==> src/adcop_regs.vh <==
// Constants for the pipelined converter output port
`ifndef ADCOP_REGS_VH
`define ADCOP_REGS_VH
// ****************************************
// Word widths
// ****************************************
`define ADCOP_CODE_W 8
`define ADCOP_AIN_W 12
`define ADCOP_CODE_ZERO 8'h00
`define ADCOP_CODE_FULL 8'hFF
// ****************************************
// Timing
// ****************************************
`define ADCOP_CLK_PERIOD_NS 50
`define ADCOP_MAX_MSPS 55
`define ADCOP_LATENCY_HALF 5
`define ADCOP_OUT_DELAY_MAX_NS 20
`define ADCOP_OUT_DELAY_CYC ((`ADCOP_OUT_DELAY_MAX_NS / `ADCOP_CLK_PERIOD_NS) > 0 ? (`ADCOP_OUT_DELAY_MAX_NS / `ADCOP_CLK_PERIOD_NS) : 1)
`define ADCOP_WAKE_NS 140
`define ADCOP_WAKE_CYC ((`ADCOP_WAKE_NS + `ADCOP_CLK_PERIOD_NS - 1) / `ADCOP_CLK_PERIOD_NS)
`define ADCOP_WAKE_CNT_W 4
`endif

==> src/adcop_port.v <==
// Output port of an eight-bit pipelined converter
// What this block does
// - Sample on converter clock fall; result appears 2.5 cycles plus output delay later.
// - A new output word every converter clock cycle, fixed pipeline lag.
// - In-range inputs become eight-bit words, rates up to 55 MSPS.
// - Input below bottom reference gives an all-zero word.
// - Input above top reference gives an all-ones word.
// - Converts continuously while a clock runs; no start command needed.
// - Power-down pin high enters low-power mode below 5 mW.
// - While powered down, dataOutEn_n is high to float the data pins; dataOut keeps driving its last word.
// - About 140 ns to become active after power-down goes low.
`timescale 1ns/100ps
`include "adcop_regs.vh"
module adcop_port #(
  parameter AIN_W = `ADCOP_AIN_W,
  parameter CODE_W = `ADCOP_CODE_W,
  parameter LATENCY_HALF = `ADCOP_LATENCY_HALF,
  parameter OD_CYC = `ADCOP_OUT_DELAY_CYC,
  parameter WAKE_CYC = `ADCOP_WAKE_CYC
) (
  // Clock and reset
  input wire ref_clk,
  input wire rst_n,
  // Converter clock and control from the host
  input wire convClk,
  input wire powerDownPin,
  // Analog levels, as digital words
  input wire [AIN_W-1:0] analogInput,
  input wire [AIN_W-1:0] referenceTopVoltage,
  input wire [AIN_W-1:0] referenceBottomVoltage,
  // Data pins
  output wire [CODE_W-1:0] dataOut,
  output reg dataOutEn_n,
  // Status
  output reg lowPowerMode
);
  // Rising stages after the sampling fall: 2.5 cycles gives three rises
  localparam NST = (LATENCY_HALF + 1) / 2;
  localparam ST_OFF = 2'h0;
  localparam ST_WAKE = 2'h1;
  localparam ST_ACTIVE = 2'h2;
  localparam [`ADCOP_WAKE_CNT_W-1:0] WAKE_LAST = WAKE_CYC[`ADCOP_WAKE_CNT_W-1:0] - 1'b1;

  reg convClkQ;
  reg [1:0] state;
  reg [1:0] next_state;
  reg [`ADCOP_WAKE_CNT_W-1:0] wakeCnt;
  reg [CODE_W-1:0] heldSample;
  reg [CODE_W-1:0] pipe [0:NST-1];
  reg [CODE_W-1:0] outWord;
  reg [OD_CYC-1:0] riseDly;
  wire [CODE_W-1:0] quantCode;
  wire running;
  wire convFall;
  wire convRise;
  wire outUpdate;

  // ****************************************
  // Converter clock edges
  // ****************************************
  // Pipeline is frozen while powered down, which is what saves the power
  assign running = (state != ST_OFF);
  assign convFall = running & convClkQ & ~convClk;
  assign convRise = running & ~convClkQ & convClk;

  always @(posedge ref_clk or negedge rst_n)
  begin
    if (!rst_n)
    begin
      convClkQ <= 1'b0;
    end
    else
    begin
      convClkQ <= convClk;
    end
  end

  // ****************************************
  // Sampling and pipeline
  // ****************************************
  adcop_quant #(
    .AIN_W(AIN_W),
    .CODE_W(CODE_W)
  ) uQuant (
    .analogInput(analogInput),
    .referenceTopVoltage(referenceTopVoltage),
    .referenceBottomVoltage(referenceBottomVoltage),
    .code(quantCode)
  );

  always @(posedge ref_clk or negedge rst_n)
  begin
    if (!rst_n)
    begin
      heldSample <= `ADCOP_CODE_ZERO;
    end
    else if (convFall)
    begin
      heldSample <= quantCode;
    end
  end

  // Output update trails the rising edge by the output delay
  genvar gi;
  generate
    for (gi = 0; gi < OD_CYC; gi = gi + 1)
    begin : gDly
      always @(posedge ref_clk or negedge rst_n)
      begin
        if (!rst_n)
        begin
          riseDly[gi] <= 1'b0;
        end
        else if (gi == 0)
        begin
          riseDly[gi] <= convRise;
        end
        else
        begin
          riseDly[gi] <= riseDly[(gi > 0) ? gi - 1 : 0];
        end
      end
    end
  endgenerate
  assign outUpdate = riseDly[OD_CYC-1];

  // Every stage moves on the rise; the pins copy the last stage after the delay,
  // so the update reads the last stage after the same rise has already refilled it
  generate
    for (gi = 0; gi < NST; gi = gi + 1)
    begin : gPipe
      always @(posedge ref_clk or negedge rst_n)
      begin
        if (!rst_n)
        begin
          pipe[gi] <= `ADCOP_CODE_ZERO;
        end
        else if (convRise)
        begin
          pipe[gi] <= (gi == 0) ? heldSample : pipe[(gi > 0) ? gi - 1 : 0];
        end
      end
    end
  endgenerate

  always @(posedge ref_clk or negedge rst_n)
  begin
    if (!rst_n)
    begin
      outWord <= `ADCOP_CODE_ZERO;
    end
    else if (outUpdate)
    begin
      outWord <= pipe[NST-1];
    end
  end
  assign dataOut = outWord;

  // ****************************************
  // Power-down and wake
  // ****************************************
  always @*
  begin
    next_state = state;
    case (state)
      ST_OFF:
      begin
        if (!powerDownPin)
        begin
          next_state = ST_WAKE;
        end
      end
      ST_WAKE:
      begin
        if (powerDownPin)
        begin
          next_state = ST_OFF;
        end
        else if (wakeCnt == WAKE_LAST)
        begin
          next_state = ST_ACTIVE;
        end
      end
      ST_ACTIVE:
      begin
        if (powerDownPin)
        begin
          next_state = ST_OFF;
        end
      end
      default:
      begin
        next_state = ST_OFF;
      end
    endcase
  end

  always @(posedge ref_clk or negedge rst_n)
  begin
    if (!rst_n)
    begin
      state <= ST_WAKE;
      wakeCnt <= {`ADCOP_WAKE_CNT_W{1'b0}};
      dataOutEn_n <= 1'b1;
      lowPowerMode <= 1'b0;
    end
    else
    begin
      state <= next_state;
      if (next_state == ST_WAKE && state == ST_WAKE)
      begin
        wakeCnt <= wakeCnt + 1'b1;
      end
      else
      begin
        wakeCnt <= {`ADCOP_WAKE_CNT_W{1'b0}};
      end
      // Pins float until fully awake so the host never sees a half-woken word
      dataOutEn_n <= (next_state != ST_ACTIVE);
      lowPowerMode <= (next_state == ST_OFF);
    end
  end
endmodule // adcop_port

==> src/adcop_quant.v <==
// Quantiser: input level against the reference ladder to an unsigned code
`timescale 1ns/100ps
`include "adcop_regs.vh"
module adcop_quant #(
  parameter AIN_W = `ADCOP_AIN_W,
  parameter CODE_W = `ADCOP_CODE_W
) (
  // Levels
  input wire [AIN_W-1:0] analogInput,
  input wire [AIN_W-1:0] referenceTopVoltage,
  input wire [AIN_W-1:0] referenceBottomVoltage,
  // Result
  output reg [CODE_W-1:0] code
);
  reg [AIN_W+CODE_W-1:0] num;
  reg [AIN_W+CODE_W-1:0] den;
  reg [AIN_W+CODE_W-1:0] quot;
  always @*
  begin
    num = {(analogInput - referenceBottomVoltage), {CODE_W{1'b0}}};
    den = {{CODE_W{1'b0}}, (referenceTopVoltage - referenceBottomVoltage)};
    quot = {(AIN_W+CODE_W){1'b0}};
    if (analogInput <= referenceBottomVoltage)
    begin
      code = {CODE_W{1'b0}};
    end
    else if (analogInput >= referenceTopVoltage)
    begin
      code = {CODE_W{1'b1}};
    end
    else
    begin
      // Straight binary, scaled across the ladder span
      quot = num / den;
      if (quot[AIN_W+CODE_W-1:CODE_W] != {AIN_W{1'b0}})
      begin
        code = {CODE_W{1'b1}};
      end
      else
      begin
        code = quot[CODE_W-1:0];
      end
    end
  end
endmodule // adcop_quant

==> config.mk <==
export PLATFORM = sky130hd
export DESIGN_NAME = adcop_port
export DESIGN_NICKNAME = d
export VERILOG_FILES = /design/src/adcop_port.v /design/src/adcop_quant.v
export VERILOG_INCLUDE_DIRS = /design/src
export SDC_FILE = /design/constraint.sdc
export NUM_CORES = 1
export LEC_CHECK = 0
export BUFFER_PORTS_ARGS = -buffer_cell sky130_fd_sc_hd__buf_2
export CAP_MARGIN = 20
export CORE_MARGIN = 10
export CORE_UTILIZATION = 25
export DETAILED_ROUTE_END_ITERATION = 8
export GPL_TIMING_DRIVEN = 0
export PLACE_DENSITY = 0.46
export SETUP_SLACK_MARGIN = 0.5
export SYNTH_ARGS = -nofsm -noshare
export SYNTH_HDL_FRONTEND = slang
export SYNTH_SLANG_ARGS = --single-unit
==> constraint.sdc <==
create_clock -name ref_clk -period 4 [get_ports ref_clk]
set_clock_uncertainty 0.2 [all_clocks]
set_input_delay 0.8 -clock ref_clk [delete_from_list [all_inputs] [get_ports ref_clk]]
set_output_delay 0.8 -clock ref_clk [all_outputs]
set_load 0.02 [all_outputs]
==> metrics.txt <==
Starting Density=25.33%; DRT iter0 DRCs=894; setup slack after layout=-35.99 ns; die area=64380 µm²; number of global-route vias before repair=15.12k; DP HPWL=38.15 mm; CORE AREA=53920 µm²; simple-gate portion of the synthesized area=21.82%; largest net degree at the start of global routing=51; clk sinks=50; Worst R2R End=heldSample[0]; share of cells above drive strength 1=40.23%; Synth area leaders=ha_1, dfrtp_1, mux2_2; multiplexer share of the synthesized area=7.192%; crit-path max FO=8; non-filler cells, final=2923; Die X-Extent=253.7 µm; routed vias/inst=5.282; max cap viols=0; P&R area growth vs syn=49.13%; antenna viol nets, final=0; XOR/XNOR Fraction of Synth Area=7.311%; Top cell by count, worst path=buf_4; r2r worst-path depth=6; Remaining DRCs=0; EDFF count, synth=0; Post-synth top flop=dfrtp_1; GP Congestion=0.8568; crit path kind=primary input to register; FF-to-FF setup slack=1.43 ns; Final min period=39.99 ns; Synth top area share=18.60%; Synth area leader=ha_1; clk slew on worst S/H paths=0.06 ns; Setup WS pre-CTS=-42.53 ns; detailed-route via count=15.44k; Multi-input gate area=13930 µm²; endpoints failing setup=8; CP Launch Type=primary input; final-stage net count=2472; Placed Cells incl. Taps=2543; post-synthesis sequential area ratio=9.180%; Detailed Routing Iterations Pass 1=5; RSZ-0062 raised after global routing=true; register bit count reported by yosys=50; final hold viol count=0; CTS Buf Count=5; clk root buf=clkbuf_16; Post-Route WL=52.39 mm; Total Routing Usage GR=15.25%; Worst Path Required=3.97 ns; failing checks=negative setup slack; Unique masters post-synth=121; mean post-synth cell area=7.617 µm²; Die Y=253.7 µm; max_slew headroom=21.22%; period utilization=999.6%; HP Class=primary input to asynchronous set/reset pin; H-tree levels=2; worst-margin pin slew=1.182 ns; Netlist Area Pre-Place=13660 µm²; final hold slack=0.1910 ns; max incr delay on CP=0.44 ns; largest family of logic cells by synthesized area=compound AO/OA/AOI/OAI gates; syn_nets=2039; compound-gate portion of the synthesized area=31.18%; grt ovf=0; number of port buffers=49; Slew Viols, Final=0; n_diodes=0; r2r startpoint=state[0]; Avg WL per Cell=17.92 µm; Max clock buf depth=2; Worst Setup End Kind=register; Register Area=1254 µm²; first-pass GRT wire length=80.72 mm; Post-Synth Adder-Cell Area=19.04%; fillers=5407; CTS tree=yes; # IOs=50; clk_lat worst skew=0.28 ns; slowest CP cell=or4_4; initial antenna violation count=0; Max Clk Rate=25.01 MHz; synthesized instance count=1793; Synth async-reset ratio=100.0%; Setup TNS Final=-224.81 ns; Row Count=85; yosys warns=0; status=complete, but fails checks; WP data arrival=39.96 ns
==> Yosys cell counts (all sizes together) (18+ instances only) <==
master	count
a31oi	21
o21ai	121
xnor2	78
inv	102
nand3	36
nand2	155
nor3	61
a21oi	148
o211ai	20
nand4	26
or2	21
a21o	67
or3	20
nor2	153
a211oi	18
nor2b	20
ha	203
mux2	74
xor2	36
buf	20
o21a	53
o31ai	24
nand2b	22
dfrtp	48
o21bai	23
==> critical path: cells and delay by family <==
kind                     cells  cell delay [ns]
buffers and inverters       63             7.55
adder cells (fa/ha/maj)     21             5.10
AO/OA/AOI/OAI               94            16.88
multiplexers                 4             0.92
AND/OR/NAND/NOR             57             8.58
==> worst max-delay path by stage <==
| stage | from | to | slack [ns] | cells after the start |
|---|---|---|---|---|
| after CTS | referenceTopVoltage[0] | heldSample[0] | -35.72 | 232 |
| after floorplan | referenceTopVoltage[0] | heldSample[0] | -35.03 | 229 |
| after detailed placement | referenceTopVoltage[0] | heldSample[0] | -42.53 | 221 |
| final | referenceTopVoltage[0] | heldSample[0] | -35.99 | 239 |
| after global placement | referenceTopVoltage[0] | heldSample[0] | -43.33 | 217 |
| after global routing | referenceTopVoltage[0] | heldSample[0] | -37.58 | 234 |
==> what timing repair did <==
item / in CTS / in global routing
gates cloned: 4 / 0
pin swaps: 171 / 104
endpoints found under the setup margin: 8 / 8
resized for setup: 248 / 109
hold buffers: 0 / 0
buffers inserted: 287 / 77
==> metrics by stage <==
stage	cell area [µm²]	utilization [%]
5_1_grt	20370	37.77
6_report	20370	37.77
3_5_place_dp	15500	28.75
4_1_cts	19150	35.51
3_3_place_gp	15410	28.59
2_1_floorplan	14300	-
==> final cells by class <==
type | instances | share of cell area (%)
Multi-Input combinational cell | 1606 | 68.41
Timing Repair Buffer | 425 | 16.38
Sequential cell | 50 | 6.156
Tap cell | 696 | 4.276
Inverter | 102 | 2.040
Buffer | 36 | 1.990
Clock buffer | 6 | 0.6819
Clock inverter | 2 | 0.06143
==> placed cells by master, fill, tap and decap left out, types with 10 or more instances in the layout <==
| master | count |
|---|---|
| buf_4 | 335 |
| nand4_1 | 25 |
| o21bai_1 | 19 |
| buf_2 | 49 |
| xor2_1 | 36 |
| ha_2 | 10 |
| o211ai_1 | 19 |
| or2_2 | 13 |
| nor2_4 | 11 |
| a21oi_1 | 102 |
| o21ai_1 | 15 |
| nand2b_1 | 20 |
| nor3_1 | 45 |
| a21oi_4 | 14 |
| inv_1 | 88 |
| a21oi_2 | 32 |
| o21ai_2 | 29 |
| or3_1 | 13 |
| dfrtp_1 | 48 |
| buf_6 | 46 |
| a31oi_1 | 15 |
| nand2_1 | 130 |
| ha_4 | 41 |
| mux2i_1 | 12 |
| and2_1 | 12 |
| and3_1 | 14 |
| xnor2_1 | 75 |
| nand2_2 | 18 |
| o21ai_4 | 10 |
| a21o_1 | 66 |
| o21ai_0 | 67 |
| o31ai_1 | 14 |
| ha_1 | 152 |
| mux2_2 | 65 |
| o21a_1 | 45 |
| nand3_1 | 25 |
| nor2b_1 | 18 |
| a211oi_1 | 10 |
| nor2_1 | 137 |
==> flip-flops by register name (all words and copies together) (netlist names) <==
signal	cells
dataOutEn_n	1
wakeCnt	4
heldSample	8
dataOut	8
state	2
outUpdate	1
pipe	24
lowPowerMode	1
convClkQ	1
==> per-layer routing <==
| metal | wire, µm | track usage, % |
|---|---|---|
| met1 | 24760 | 20.76 |
| met2 | 23900 | 25.11 |
| met3 | 2615 | 1.634 |
| met4 | 1119 | 3.951 |
| met5 | 0 | 0 |
==> logic make-up after synthesis <==
logic type / Yosys count
AOI/OAI and AO/OA: 612
xor gates and xnor gates: 114
adders and majority gates: 206
buffers and inverters: 138
DFF: 50
muxes: 87
and+or+nand+nor: 586
Power is not shown: default switching activity piles up to over one toggle a cycle in this logic, so the estimate is an artifact.
